--- src/include/ast_defs.vh ---
// What this block does
// Receive-pin select picks primary or alternate pin.
// Software changes modes only while stopped.
// Length code selects eight down to five bits.
// Parity code selects even, odd or none.
// Mode bits select stops, inversion, bit order.
// Baud count register resets to 0ffh.
// Bit period is count plus one ticks.
// Counts below eight behave as eight.
// Any status write clears every flag.
// Framing flag reflects bad start or stop.
// Overrun flag when unread byte is replaced.
// Parity flag when received parity mismatches.
// Buffer-full tracks pending transmit byte.
// Frame is start, data, parity, stops.
// Short received data right-aligned, upper zero.
// Transmit pin held high in receive mode.
// Enable in transmit mode starts bit clock.
// Interrupt at start bit; refill continues stream.
// No refill ends frame, clears enable, interrupts.
// Receiver hunts start bit, samples mid-bit.
// Buffer loads on fall, checks on rise.
// Reception repeats until software clears enable.
// Clock select picks low, doubled or high.
// Mode bit zero selects transmit or receive.
// Enable bit starts and stops communication.
// Negative logic inverts every line bit.
`ifndef AST_DEFS_VH
`define AST_DEFS_VH

// ============================================================
// Register indices; byte address is four times the index.
`define AST_IDX_BUF    16'hf290
`define AST_IDX_CTL    16'hf291
`define AST_IDX_MODE0  16'hf292
`define AST_IDX_MODE1  16'hf293
`define AST_IDX_BAUD   16'hf294
`define AST_IDX_STAT   16'hf296

// ============================================================
// Field positions.
`define AST_CTL_EN     0
`define AST_M0_RX      0
`define AST_M0_CK_LO   1
`define AST_M0_CK_HI   2
`define AST_M0_RSEL    4
`define AST_M1_LG_LO   0
`define AST_M1_LG_HI   1
`define AST_M1_PT_LO   2
`define AST_M1_PT_HI   3
`define AST_M1_STP     4
`define AST_M1_NEG     5
`define AST_M1_DIR     6
`define AST_ST_FER     0
`define AST_ST_OER     1
`define AST_ST_PER     2
`define AST_ST_FUL     3

// ============================================================
// Reset values and counts.
`define AST_RST_BYTE   8'h00
`define AST_RST_BAUD   16'h00ff
`define AST_BAUD_MIN   16'h0008
`define AST_DATA_MAX   4'h8
`define AST_FRAME_W    12
`define AST_ONE4       4'h1

`endif

--- src/logic/ast_sync2.v ---
`timescale 1ns/1ps
`default_nettype none
module ast_sync2 (
	// Clock and reset.
	input  wire i_clk_sys,
	input  wire i_reset_n,
	// Asynchronous level in, synchronised level out.
	input  wire i_async,
	output reg  o_sync
);

	reg meta_reg;

	// ============================================================
	// Two flops; the first is read by the second only.
	always @(posedge i_clk_sys or negedge i_reset_n)
	begin
		if (!i_reset_n)
		begin
			meta_reg <= 1'b1;
			o_sync   <= 1'b1;
		end
		else
		begin
			meta_reg <= i_async;
			o_sync   <= meta_reg;
		end
	end

endmodule // ast_sync2
`default_nettype wire

--- src/logic/ast_baud_gen.v ---
`timescale 1ns/1ps
`default_nettype none
`include "ast_defs.vh"
module ast_baud_gen (
	// Clock and reset.
	input  wire        i_clk_sys,
	input  wire        i_reset_n,
	// Control.
	input  wire        i_tick,
	input  wire        i_run,
	input  wire        i_restart,
	input  wire [15:0] i_count,
	// Transfer clock edges as pulses.
	output reg         o_fall,
	output reg         o_rise
);

	wire [15:0] period;
	wire [15:0] half;
	reg  [15:0] cnt_reg;

	// Small counts are clamped so the receiver keeps a usable midpoint.
	assign period = (i_count < `AST_BAUD_MIN) ? `AST_BAUD_MIN : i_count;
	assign half   = {1'b0, period[15:1]};

	// ============================================================
	// One bit period is period plus one source ticks.
	always @(posedge i_clk_sys or negedge i_reset_n)
	begin
		if (!i_reset_n)
		begin
			cnt_reg <= 16'h0000;
			o_fall  <= 1'b0;
			o_rise  <= 1'b0;
		end
		else if (!i_run)
		begin
			cnt_reg <= 16'h0000;
			o_fall  <= 1'b0;
			o_rise  <= 1'b0;
		end
		else if (i_restart)
		begin
			cnt_reg <= 16'h0000;
			o_fall  <= 1'b1;
			o_rise  <= 1'b0;
		end
		else
		begin
			o_fall <= i_tick & (cnt_reg == period);
			o_rise <= i_tick & (cnt_reg == half);
			if (i_tick)
			begin
				if (cnt_reg == period)
					cnt_reg <= 16'h0000;
				else
					cnt_reg <= cnt_reg + 16'h0001;
			end
		end
	end

endmodule // ast_baud_gen
`default_nettype wire

--- src/logic/ast_uart.v ---
`timescale 1ns/1ps
`default_nettype none
`include "ast_defs.vh"
module ast_uart (
	// Clock and reset.
	input  wire        i_clk_sys,
	input  wire        i_reset_n,
	// APB slave.
	input  wire        i_psel,
	input  wire        i_penable,
	input  wire        i_pwrite,
	input  wire [17:0] i_paddr,
	input  wire [31:0] i_pwdata,
	output reg  [31:0] o_prdata,
	output wire        o_pready,
	output wire        o_pslverr,
	// Baud source clocks, sampled as levels.
	input  wire        i_low_speed_clock,
	input  wire        i_low_speed_clock_x2,
	input  wire        i_high_speed_clock,
	// Serial pins.
	input  wire        i_primary_rx_candidate_pin,
	input  wire        i_alternate_rx_candidate_pin,
	output reg         o_serial_out_pin,
	// Interrupt request pulse.
	output reg         o_uart_irq
);

	localparam [3:0] RX_HUNT = 4'b0001;
	localparam [3:0] RX_BITS = 4'b0010;
	localparam [3:0] RX_LOAD = 4'b0100;
	localparam [3:0] RX_STOP = 4'b1000;

	// ============================================================
	// Software-visible state, then the unread marker and edge-detect delays.
	reg         comm_enable_reg;
	reg  [7:0]  channel_mode_config_reg;
	reg  [7:0]  frame_format_config_reg;
	reg  [15:0] baud_divider_count_reg;
	reg  [7:0]  shared_data_buffer_reg;
	reg         framing_error_flag_reg;
	reg         overrun_error_flag_reg;
	reg         parity_error_flag_reg;
	reg         buffer_full_flag_reg;
	reg         unread_reg;
	reg         en_d_reg;
	reg         src_d_reg;

	// Transmit and receive engine state and combinational strobes.
	reg  [`AST_FRAME_W-1:0] tx_sh_reg;
	reg  [3:0]  tx_left_reg;
	reg         tx_line_reg;
	reg         tx_load;
	reg         tx_done;
	reg  [3:0]  rx_state_reg;
	reg  [3:0]  rx_cnt_reg;
	reg  [7:0]  rx_sh_reg;
	reg         rx_start_bad_reg;
	reg         rx_par_reg;
	reg         rx_load;
	reg         rx_done;
	reg         rx_stop_bad;

	// Combinational helpers.
	reg  [`AST_FRAME_W-1:0] tx_frame;
	reg         tx_par;
	reg  [31:0] rdata_next;
	integer     i;

	// ============================================================
	// Field decode.
	wire        rx_mode    = channel_mode_config_reg[`AST_M0_RX];
	wire        ck_hi      = channel_mode_config_reg[`AST_M0_CK_HI];
	wire        ck_lo      = channel_mode_config_reg[`AST_M0_CK_LO];
	wire        pin_sel    = channel_mode_config_reg[`AST_M0_RSEL];
	wire [1:0]  len_code   = frame_format_config_reg[`AST_M1_LG_HI:`AST_M1_LG_LO];
	wire [3:0]  data_len   = `AST_DATA_MAX - {2'b00, len_code};
	wire        par_en     = ~frame_format_config_reg[`AST_M1_PT_HI];
	wire        par_odd    = frame_format_config_reg[`AST_M1_PT_LO];
	wire        two_stop   = frame_format_config_reg[`AST_M1_STP];
	wire        neg        = frame_format_config_reg[`AST_M1_NEG];
	wire        msb_first  = frame_format_config_reg[`AST_M1_DIR];
	wire [3:0]  par_cnt    = {3'b000, par_en};
	wire [3:0]  tx_bits    = `AST_ONE4 + data_len + par_cnt + `AST_ONE4
		+ {3'b000, two_stop};

	// ============================================================
	// APB decode; the slave never waits.
	wire [15:0] idx      = i_paddr[17:2];
	wire        acc      = i_psel & i_penable;
	wire        wr       = acc & i_pwrite;
	wire        rd       = acc & ~i_pwrite;
	wire        hit_buf  = (idx == `AST_IDX_BUF);
	wire        hit_ctl  = (idx == `AST_IDX_CTL);
	wire        hit_m0   = (idx == `AST_IDX_MODE0);
	wire        hit_m1   = (idx == `AST_IDX_MODE1);
	wire        hit_baud = (idx == `AST_IDX_BAUD);
	wire        hit_stat = (idx == `AST_IDX_STAT);
	wire        mapped   = hit_buf | hit_ctl | hit_m0 | hit_m1 | hit_baud
		| hit_stat;
	wire        buf_wr   = wr & hit_buf & ~rx_mode;
	wire        stat_wr  = wr & hit_stat;

	assign o_pready  = 1'b1;
	assign o_pslverr = acc & ~mapped;

	// ============================================================
	// Clock source and receive pin selection, then synchronisers.
	wire src_raw = ck_hi ? i_high_speed_clock
		: (ck_lo ? i_low_speed_clock_x2 : i_low_speed_clock);
	wire rx_raw  = pin_sel ? i_alternate_rx_candidate_pin
		: i_primary_rx_candidate_pin;
	wire src_s;
	wire rx_s;

	ast_sync2 u_sync_src (
		.i_clk_sys (i_clk_sys),
		.i_reset_n (i_reset_n),
		.i_async   (src_raw),
		.o_sync    (src_s)
	);

	ast_sync2 u_sync_rx (
		.i_clk_sys (i_clk_sys),
		.i_reset_n (i_reset_n),
		.i_async   (rx_raw),
		.o_sync    (rx_s)
	);

	wire tick   = src_s & ~src_d_reg;
	wire rx_bit = rx_s ^ neg;
	wire rx_on  = comm_enable_reg & rx_mode;
	wire tx_on  = comm_enable_reg & ~rx_mode;
	wire rx_detect = rx_on & (rx_state_reg == RX_HUNT) & ~rx_bit;
	wire tx_start  = tx_on & ~en_d_reg;

	// ============================================================
	// Transfer clock.
	wire tc_fall;
	wire tc_rise;

	ast_baud_gen u_baud (
		.i_clk_sys (i_clk_sys),
		.i_reset_n (i_reset_n),
		.i_tick    (tick),
		.i_run     (comm_enable_reg),
		.i_restart (tx_start | rx_detect),
		.i_count   (baud_divider_count_reg),
		.o_fall    (tc_fall),
		.o_rise    (tc_rise)
	);

	// ============================================================
	// Received word, right-aligned with upper bits forced to zero.
	wire [3:0] pad      = `AST_DATA_MAX - data_len;
	wire [7:0] rx_align = msb_first ? (rx_sh_reg & (8'hff >> pad))
		: (rx_sh_reg >> pad);

	// Transmit frame image, bit 0 goes out first.
	always @*
	begin
		tx_frame = {`AST_FRAME_W{1'b1}};
		tx_frame[0] = 1'b0;
		tx_par = par_odd;
		for (i = 0; i < 8; i = i + 1)
		begin
			if (i < data_len)
			begin
				if (msb_first)
					tx_frame[i+1] = shared_data_buffer_reg[data_len-1-i];
				else
					tx_frame[i+1] = shared_data_buffer_reg[i];
				tx_par = tx_par ^ tx_frame[i+1];
			end
		end
		if (par_en)
			tx_frame[data_len+1] = tx_par;
	end

	// ============================================================
	// Transmitter: one bit per falling transfer-clock edge.
	always @*
	begin
		tx_load = 1'b0;
		tx_done = 1'b0;
		if (tx_on && tc_fall && (tx_left_reg <= `AST_ONE4))
		begin
			tx_load = buffer_full_flag_reg;
			tx_done = ~buffer_full_flag_reg;
		end
	end

	always @(posedge i_clk_sys or negedge i_reset_n)
	begin
		if (!i_reset_n)
		begin
			tx_sh_reg   <= {`AST_FRAME_W{1'b1}};
			tx_left_reg <= 4'h0;
			tx_line_reg <= 1'b1;
		end
		else if (!tx_on)
		begin
			tx_sh_reg   <= {`AST_FRAME_W{1'b1}};
			tx_left_reg <= 4'h0;
			tx_line_reg <= 1'b1;
		end
		else if (tx_load)
		begin
			tx_line_reg <= tx_frame[0];
			tx_sh_reg   <= {1'b1, tx_frame[`AST_FRAME_W-1:1]};
			tx_left_reg <= tx_bits;
		end
		else if (tc_fall && (tx_left_reg > `AST_ONE4))
		begin
			tx_line_reg <= tx_sh_reg[0];
			tx_sh_reg   <= {1'b1, tx_sh_reg[`AST_FRAME_W-1:1]};
			tx_left_reg <= tx_left_reg - `AST_ONE4;
		end
		else if (tx_done)
		begin
			tx_left_reg <= 4'h0;
			tx_line_reg <= 1'b1;
		end
	end

	// ============================================================
	// Receiver: samples on rising edges, loads on the following fall.
	always @*
	begin
		rx_load     = rx_on & (rx_state_reg == RX_LOAD) & tc_fall;
		rx_done     = rx_on & (rx_state_reg == RX_STOP) & tc_rise;
		rx_stop_bad = ~rx_bit;
	end

	always @(posedge i_clk_sys or negedge i_reset_n)
	begin
		if (!i_reset_n)
		begin
			rx_state_reg     <= RX_HUNT;
			rx_cnt_reg       <= 4'h0;
			rx_sh_reg        <= `AST_RST_BYTE;
			rx_start_bad_reg <= 1'b0;
			rx_par_reg       <= 1'b0;
		end
		else if (!rx_on)
			rx_state_reg <= RX_HUNT;
		else
		begin
			case (rx_state_reg)
				RX_HUNT:
				begin
					rx_cnt_reg <= 4'h0;
					if (!rx_bit)
						rx_state_reg <= RX_BITS;
				end
				RX_BITS:
				begin
					if (tc_rise)
					begin
						rx_cnt_reg <= rx_cnt_reg + `AST_ONE4;
						if (rx_cnt_reg == 4'h0)
							rx_start_bad_reg <= rx_bit;
						else if (rx_cnt_reg <= data_len)
						begin
							if (msb_first)
								rx_sh_reg <= {rx_sh_reg[6:0], rx_bit};
							else
								rx_sh_reg <= {rx_bit, rx_sh_reg[7:1]};
						end
						else
							rx_par_reg <= rx_bit;
						if (rx_cnt_reg == data_len + par_cnt)
							rx_state_reg <= RX_LOAD;
					end
				end
				RX_LOAD:
				begin
					if (tc_fall)
						rx_state_reg <= RX_STOP;
				end
				RX_STOP:
				begin
					if (tc_rise)
						rx_state_reg <= RX_HUNT;
				end
				default:
					rx_state_reg <= RX_HUNT;
			endcase
		end
	end

	// ============================================================
	// Registers and flags; a hardware set wins over a status clear.
	always @(posedge i_clk_sys or negedge i_reset_n)
	begin
		if (!i_reset_n)
		begin
			comm_enable_reg         <= 1'b0;
			channel_mode_config_reg <= `AST_RST_BYTE;
			frame_format_config_reg <= `AST_RST_BYTE;
			baud_divider_count_reg  <= `AST_RST_BAUD;
			shared_data_buffer_reg  <= `AST_RST_BYTE;
			framing_error_flag_reg  <= 1'b0;
			overrun_error_flag_reg  <= 1'b0;
			parity_error_flag_reg   <= 1'b0;
			buffer_full_flag_reg    <= 1'b0;
			unread_reg              <= 1'b0;
			en_d_reg                <= 1'b0;
			src_d_reg               <= 1'b1;
		end
		else
		begin
			en_d_reg  <= comm_enable_reg;
			src_d_reg <= src_s;
			if (wr && hit_ctl)
				comm_enable_reg <= i_pwdata[`AST_CTL_EN];
			else if (tx_done)
				comm_enable_reg <= 1'b0;
			// Mode and baud writes are taken as given; stop first.
			if (wr && hit_m0)
				channel_mode_config_reg <= i_pwdata[7:0];
			if (wr && hit_m1)
				frame_format_config_reg <= i_pwdata[7:0];
			if (wr && hit_baud)
				baud_divider_count_reg <= i_pwdata[15:0];
			if (rx_load)
				shared_data_buffer_reg <= rx_align;
			else if (buf_wr)
				shared_data_buffer_reg <= i_pwdata[7:0];
			unread_reg <= rx_load | (unread_reg & ~(rd & hit_buf));
			if (rx_mode)
				buffer_full_flag_reg <= 1'b0;
			else
				buffer_full_flag_reg <= buf_wr
					| (buffer_full_flag_reg & ~tx_load & ~stat_wr);
			if (!rx_mode)
			begin
				framing_error_flag_reg <= 1'b0;
				overrun_error_flag_reg <= 1'b0;
				parity_error_flag_reg  <= 1'b0;
			end
			else
			begin
				if (rx_done)
				begin
					framing_error_flag_reg <= rx_start_bad_reg | rx_stop_bad;
					parity_error_flag_reg  <= par_en
						& (rx_par_reg ^ (^shared_data_buffer_reg) ^ par_odd);
				end
				else if (stat_wr)
				begin
					framing_error_flag_reg <= 1'b0;
					parity_error_flag_reg  <= 1'b0;
				end
				overrun_error_flag_reg <= (rx_load & unread_reg)
					| (overrun_error_flag_reg & ~stat_wr);
			end
		end
	end

	// ============================================================
	// Read mux; data is captured in the setup cycle.
	always @*
	begin
		rdata_next = 32'h00000000;
		if (hit_buf)
			rdata_next[7:0] = shared_data_buffer_reg;
		else if (hit_ctl)
			rdata_next[`AST_CTL_EN] = comm_enable_reg;
		else if (hit_m0)
			rdata_next[7:0] = channel_mode_config_reg;
		else if (hit_m1)
			rdata_next[7:0] = frame_format_config_reg;
		else if (hit_baud)
			rdata_next[15:0] = baud_divider_count_reg;
		else if (hit_stat)
		begin
			rdata_next[`AST_ST_FER] = framing_error_flag_reg;
			rdata_next[`AST_ST_OER] = overrun_error_flag_reg;
			rdata_next[`AST_ST_PER] = parity_error_flag_reg;
			rdata_next[`AST_ST_FUL] = buffer_full_flag_reg;
		end
	end

	// ============================================================
	// Registered outputs.
	always @(posedge i_clk_sys or negedge i_reset_n)
	begin
		if (!i_reset_n)
		begin
			o_prdata         <= 32'h00000000;
			o_serial_out_pin <= 1'b1;
			o_uart_irq       <= 1'b0;
		end
		else
		begin
			if (i_psel && !i_penable)
				o_prdata <= rdata_next;
			if (rx_mode)
				o_serial_out_pin <= 1'b1;
			else
				o_serial_out_pin <= tx_line_reg ^ neg;
			o_uart_irq <= tx_load | tx_done | rx_done;
		end
	end

endmodule // ast_uart
`default_nettype wire

--- config.mk ---
export PLATFORM = sky130hd
export DESIGN_NAME = ast_uart
export DESIGN_NICKNAME = d
export VERILOG_FILES = /design/src/logic/ast_sync2.v /design/src/logic/ast_baud_gen.v /design/src/logic/ast_uart.v
export VERILOG_INCLUDE_DIRS = /design/src /design/src/include
export SDC_FILE = /design/constraint.sdc
export NUM_CORES = 1
export LEC_CHECK = 0
export ABC_AREA = 1
export BUFFER_PORTS_ARGS = -buffer_cell sky130_fd_sc_hd__buf_2
export CAP_MARGIN = 40
export CORE_ASPECT_RATIO = 0.5
export CORE_UTILIZATION = 45
export CTS_BUF_LIST = sky130_fd_sc_hd__clkbuf_4
export CTS_CLUSTER_DIAMETER = 150
export DETAILED_ROUTE_END_ITERATION = 16
export SYNTH_ARGS = -nofsm -noshare
export SYNTH_HDL_FRONTEND = slang
export SYNTH_SLANG_ARGS = --single-unit
--- constraint.sdc ---
create_clock -name i_clk_sys -period 3.2 [get_ports i_clk_sys]
set_clock_uncertainty 0.2 [all_clocks]
set_input_delay 0.16 -clock i_clk_sys [delete_from_list [all_inputs] [get_ports i_clk_sys]]
set_output_delay 0.16 -clock i_clk_sys [all_outputs]
set_load 0.03 [all_outputs]
* Yosys cells after proc, flatten, opt, wreduce, memory -nomap -nowiden
Cells that the tools add are included.
** Word-level totals
- Output and inout bits :: 36
- Register bits after elaboration :: 123
- Input port bits :: 60
- Logic and storage cells :: 291
** Operators by class
- Reductions and logical operators :: 20
- Bitwise logic cells :: 64
- Add/subtract/negate cells :: 19
- Eq/ne operators :: 23
- Multiplexer cells :: 111
- Shift-type cells :: 2
- $lt $le $gt $ge :: 22
** Operators with widths (number)
- less-than comparator 32 x 4 -> 1 bit (second input constant) :: 8
- equality test 16 bit (second input constant) :: 6
- subtractor 32 x 3 -> 32 bit (second input constant) :: 3
- two-way mux 16 bit :: 5
- two-way mux 8 bit :: 10
- two-way mux 1 bit :: 65
- subtractor 32 x 2 -> 32 bit (second input constant) :: 2
- two-way mux 12 bit :: 5
- two-way mux 4 bit :: 13
- subtractor 32 x 1 -> 32 bit (second input constant) :: 1
- AND 1 bit :: 26
- binary-select mux 1 bit (select 3 bit) :: 8
- adder 16 x 1 -> 16 bit (second input constant) :: 1
- equality test 16 x 15 -> 1 bit :: 1
- equality test 16 bit :: 1
- less-than comparator 16 x 4 -> 1 bit (second input constant) :: 1
- less-than comparator 3 x 4 -> 1 bit (first input constant) :: 4
- one-hot mux 4 bit (4 select lines) :: 1
- two-way mux 15 bit :: 1
- AND reduction 5 bit :: 3
- NOT 1 bit :: 13
- adder 4 x 1 -> 4 bit :: 3
- bitwise mux 12 bit :: 1
- inequality test 3 x 2 -> 1 bit (second input constant) :: 4
- other kinds (38) :: 75

* Depth between registers and ports, before layout
- Depth after elaboration :: 26
- Depth in mapped cells :: 22
- Mapped depth without buffers :: 22

* Hierarchy
A second synthesis with hierarchy kept.
** Unflattened totals
- Cell total of the unflattened synthesis :: 1107
- Area total of the unflattened synthesis :: 8150.3 sq um
** By module, submodules not included
- ast_uart :: sequential area each 2531.2 sq um, area an instance 6359.8 sq um, instances 1, cells each 846
- ast_baud_gen :: sequential area each 450.4 sq um, area an instance 1685.4 sq um, instances 1, cells each 257
- ast_sync2 :: sequential area each 52.6 sq um, area an instance 52.6 sq um, instances 2, cells each 2

* Least setup slack after synthesis
OpenSTA, ideal clock, no wires.
- Path kind :: reg-to-reg
- Start :: register frame_format_config_reg[0]
- End :: register tx_sh_reg[5]
- Stages on the path, launching flop included :: 22
- Slack :: 0.378 ns
- Path buffers :: 0
- Arrival time :: 2.546 ns
- Required time :: 2.925 ns
- Clock period less this slack :: 2.822 ns
- Library setup time :: 0.075 ns
- Path through :: dfrtp_1 -> inv_2 -> ha_1 -> inv_1 -> ha_1 -> inv_1 -> nand3_1 -> nand3_1 -> nand2_1 -> nand3_1 -> nand2_1 -> nand2_1 -> nand2_1 -> nand2_1 -> nand2_2 -> inv_1 -> nand2_4 -> nand3_2 -> nand2_1 -> nand2_1 -> nand2_1 -> nand2_1
** Between the ends
- Cells in the longest elaborated chain, start to end :: 26
- Elaborated cells between the ends (all ways) :: 76
- Classes of those cells :: add/sub: 10; order compare: 10; mux: 47; bitwise: 8; reduce/logical: 1
** RTL lines
- from (decl) :: RTL line ast_uart.v:38 : reg [7:0] frame_format_config_reg;
- from (signal assigned) :: RTL line ast_uart.v:300 : frame_format_config_reg <= `AST_RST_BYTE;
- from (signal assigned) :: RTL line ast_uart.v:323 : frame_format_config_reg <= i_pwdata[7:0];
- subtractor 4 x 2 -> 4 bit (no source line) (*)
- parallel branches: the longest is 22 deep, another holds subtractor 32 x 1 -> 32 bit
- two-way mux 12 bit (*) :: RTL line ast_uart.v:176 : if (par_en)
- two-way mux 12 bit (*) :: RTL line ast_uart.v:207 : else if (tx_load)
- two-way mux 12 bit (*) :: RTL line ast_uart.v:201 : else if (!tx_on)
- to (signal assigned) :: RTL line ast_uart.v:203 : tx_sh_reg <= {`AST_FRAME_W{1'b1}};
- to (signal assigned) :: RTL line ast_uart.v:210 : tx_sh_reg <= {1'b1, tx_frame[`AST_FRAME_W-1:1]};
- to (signal assigned) :: RTL line ast_uart.v:216 : tx_sh_reg <= {1'b1, tx_sh_reg[`AST_FRAME_W-1:1]};
- to (decl) :: RTL line ast_uart.v:50 : reg [`AST_FRAME_W-1:0] tx_sh_reg;
Every way passes the cells marked *. The select of a mux whose other input is x is not followed.
A chain may end at the register's enable or synchronous reset.

* Worst setup path after layout
- Start :: input i_paddr[13]
- End :: output o_pslverr
** Between the ends
- Cells in the longest elaborated chain, start to end :: 8
- Elaborated cells between the ends (all ways) :: 13
- Classes of those cells :: eq/ne: 6; bitwise: 7
** RTL lines
- from (decl) :: RTL line ast_uart.v:12 : input wire [17:0] i_paddr,
- equality test 16 bit (no source line)
- OR 1 bit (4 in series) :: RTL line ast_uart.v:99 : wire mapped = hit_buf | hit_ctl | hit_m0 | hit_m1 | hit_baud
- OR 1 bit (*) :: RTL line ast_uart.v:100 : | hit_stat;
- NOT 1 bit (*) :: RTL line ast_uart.v:105 : assign o_pslverr = acc & ~mapped;
- AND 1 bit (*) :: RTL line ast_uart.v:105
- to (decl) :: RTL line ast_uart.v:16 : output wire o_pslverr,
Mark *: on every way between the ends. The rest lies on a longest branch, timed or not.

==> reports/summary.txt <==
reg-to-reg slack, setup: 380 ps
DRC: 0
max_cap viols: 0
Longest Clk Path Bufs: 2
Max Freq: 336.0 MHz
Top FF cell, synth: dfrtp_1
first-pass GRT wire length: 35.65 mm
vias: 7294
hold slack: 164.3 ps
WHS Path Cells: 0
CTS tree: yes
final wirelength: 21.93 mm
CP max FO: 11
post-route setup slack: 223.4 ps
P per Cell Area: 340.1 nW/um^2
share of cells above drive strength 1: 0.1406
cts repair resizes: 0
synth warn: 0
setup_tns: 0 ps
synth unique cells: 49
Final Cycle Share: 0.9302
fin crit period: 2977 ps
Layout Nets: 1222
starting density of the core: 0.4661
total grt overflow: 0
Worst R2R Start: frame_format_config_reg[0]$_DFFE_PN0P_
arrival time worst endpoint: 2620 ps
Max H-tree Level: 4
run status: finished clean
I/O Buffers: 60
Setup crit start kind: primary input
Hold Startpoint: u_sync_rx.meta_reg$_DFF_PN1_
area leader, netlist: dfrtp_1
Post-DRT Antenna Nets: 0
busiest grt layer: met2
commonest non-fill, non-tap cell in the layout: nand2_1
R2R Path End: rx_sh_reg[0]$_DFFE_PN0P_
total CTS buffers: 17
placed cell areas: 8258 sq um
worst vdd ir: 203.0 uV
die area: 17750 sq um
grt met1 use: 0.3624
RSZ-0062 raised after global routing: false
fillers: 1630
post-DP HPWL: 16.40 mm
P&R area growth vs syn: 15.66%
DP Worst Slack: 425.4 ps
Post-Syn Instances: 1040
register bit total from synthesis: 122
CP Class: in -> out
TritonRoute pass-1 iters: 5
antenna violations before repair: 0
Post-Syn Area per Cell: 7.439 sq um
Total GRT Usage: 0.2597
Reg clk slew, reported paths: 130 ps
largest net degree at the start of global routing: 51
die width: 187.4 microns
GR Layer Usage met3: 0.04571
Post-synth EDFFs: 0
critical path data required time: 2840 ps
Worst R2R Path Depth: 11
drt first-iter violations: 483
post-route cell area: 8947 sq um
Skew-Pair Late Insertion Delay: 550 ps
placed cells: 1312
row count: 33
Final setup viols: 0
vias in the first global route: 6843
most frequent cells in the layout: nand2_1, inv_1, o21ai_0
CTS root buf: clkbuf_4
Slew HR: 0.5042
CTS Sinks: 122
WL/cell: 15.90 microns
Die Ht: 94.72 microns
sequential fraction of the synthesis area: 0.3990
Post-Layout Cell Count: 1379
Slew Limit Fails: 0
Pleak: 4.132 nW
Worst-Margin Slew: 740.9 ps
Yosys top cell area share: 0.3073
crit end category: output pin
# diodes: 0
I/O Pins: 96
core area: 16600 sq um
Final Hold Fails: 0
Mapped Area: 7736 sq um
Final GP Congestion: 0.9504
met2 Use GR: 0.4167
asr flop ratio synth: 1.000
worst hold path type: reg -> reg
via/cell ratio: 5.289
top area cells in the synthesized netlist: dfrtp_1, nand2_1, dfstp_2
Hold EP: u_sync_rx.o_sync$_DFF_PN1_
-- layer usage --
metal  part of all wire  routed length (microns)
met1               0.49                    10740
met2               0.45                     9940
met3              0.045                      988
met4              0.012                      262
met5                  0                        0
-- Yosys cell counts (16+ instances only) --
library cell,n
nand3_1,71
nor2_1,88
o22ai_1,20
nor3_1,16
buf_4,18
a21oi_1,44
dfrtp_1,95
dfstp_2,27
inv_1,135
xor2_1,25
clkbuf_1,20
o21ai_0,96
ha_1,21
nand2_1,235
-- worst max-delay path by stage --
stage / start / to / slack (ps) / depth (start not counted)
floorplan: frame_format_config_reg[0]$_DFFE_PN0P_ / tx_sh_reg[5]$_DFFE_PN1P_ / 380 / 21
global placement: frame_format_config_reg[0]$_DFFE_PN0P_ / rx_sh_reg[0]$_DFFE_PN0P_ / 490 / 11
detailed placement: frame_format_config_reg[0]$_DFFE_PN0P_ / rx_sh_reg[0]$_DFFE_PN0P_ / 430 / 11
CTS: i_paddr[13] / o_pslverr / 260 / 11
global route: i_paddr[13] / o_pslverr / 110 / 11
finish: i_paddr[13] / o_pslverr / 220 / 11
-- critical path, stage by stage --
cell and delay (ps):
dlygate4sd3_1 520, buf_2 90, nor4_1 40, dlygate4sd3_1 550, buf_4 170, nand2_1 210, inv_1 150, nor2_1 230
nand3_1 100, nor3_1 160, buf_2 230
-- stage by stage --
step                power [mW]    util
CTS                      3.085  0.5390
detailed placement       1.729  0.4975
finish                   3.043  0.5390
global route             3.156  0.5390
floorplan                1.662       -
global placement         1.728  0.4966
-- logic make-up after synthesis --
kind of cell / count (synthesis) / share of synthesized area
AOI/OAI and AO/OA: 209 / 0.1572
xor gates and xnor gates: 38 / 0.04302
adders and majority gates: 23 / 0.03914
buffers and inverters: 189 / 0.1032
DFF: 122 / 0.3990
muxes: 1 / 0.001456
other: 2 / 0.0009708
and+or+nand+nor: 456 / 0.2560
-- where the power goes --
part	switching (mW)	internal, mW
combinational	0.113	0.0595
sequential	0.00443	1.55
clock	0.678	0.635
-- area by class of cell --
| cell class | instances | area, sq um | area share |
|---|---|---|---|
| multi-input combinational | 744 | 3908 | 0.4367 |
| sequential | 122 | 3087 | 0.3450 |
| timing repair buffer | 111 | 793.3 | 0.08866 |
| inverter | 143 | 536.8 | 0.05999 |
| tap | 227 | 284.0 | 0.03174 |
| clock inverter | 15 | 211.5 | 0.02363 |
| clock buffer | 17 | 127.6 | 0.01426 |
-- repair_timing --
action | 4_1_cts | 5_1_grt
setup buffers | 0 | 0
endpoints found under the hold margin | 143 | 0
hold buffers | 35 | 0
No activity file was read; power rests on OpenSTA's default activity.
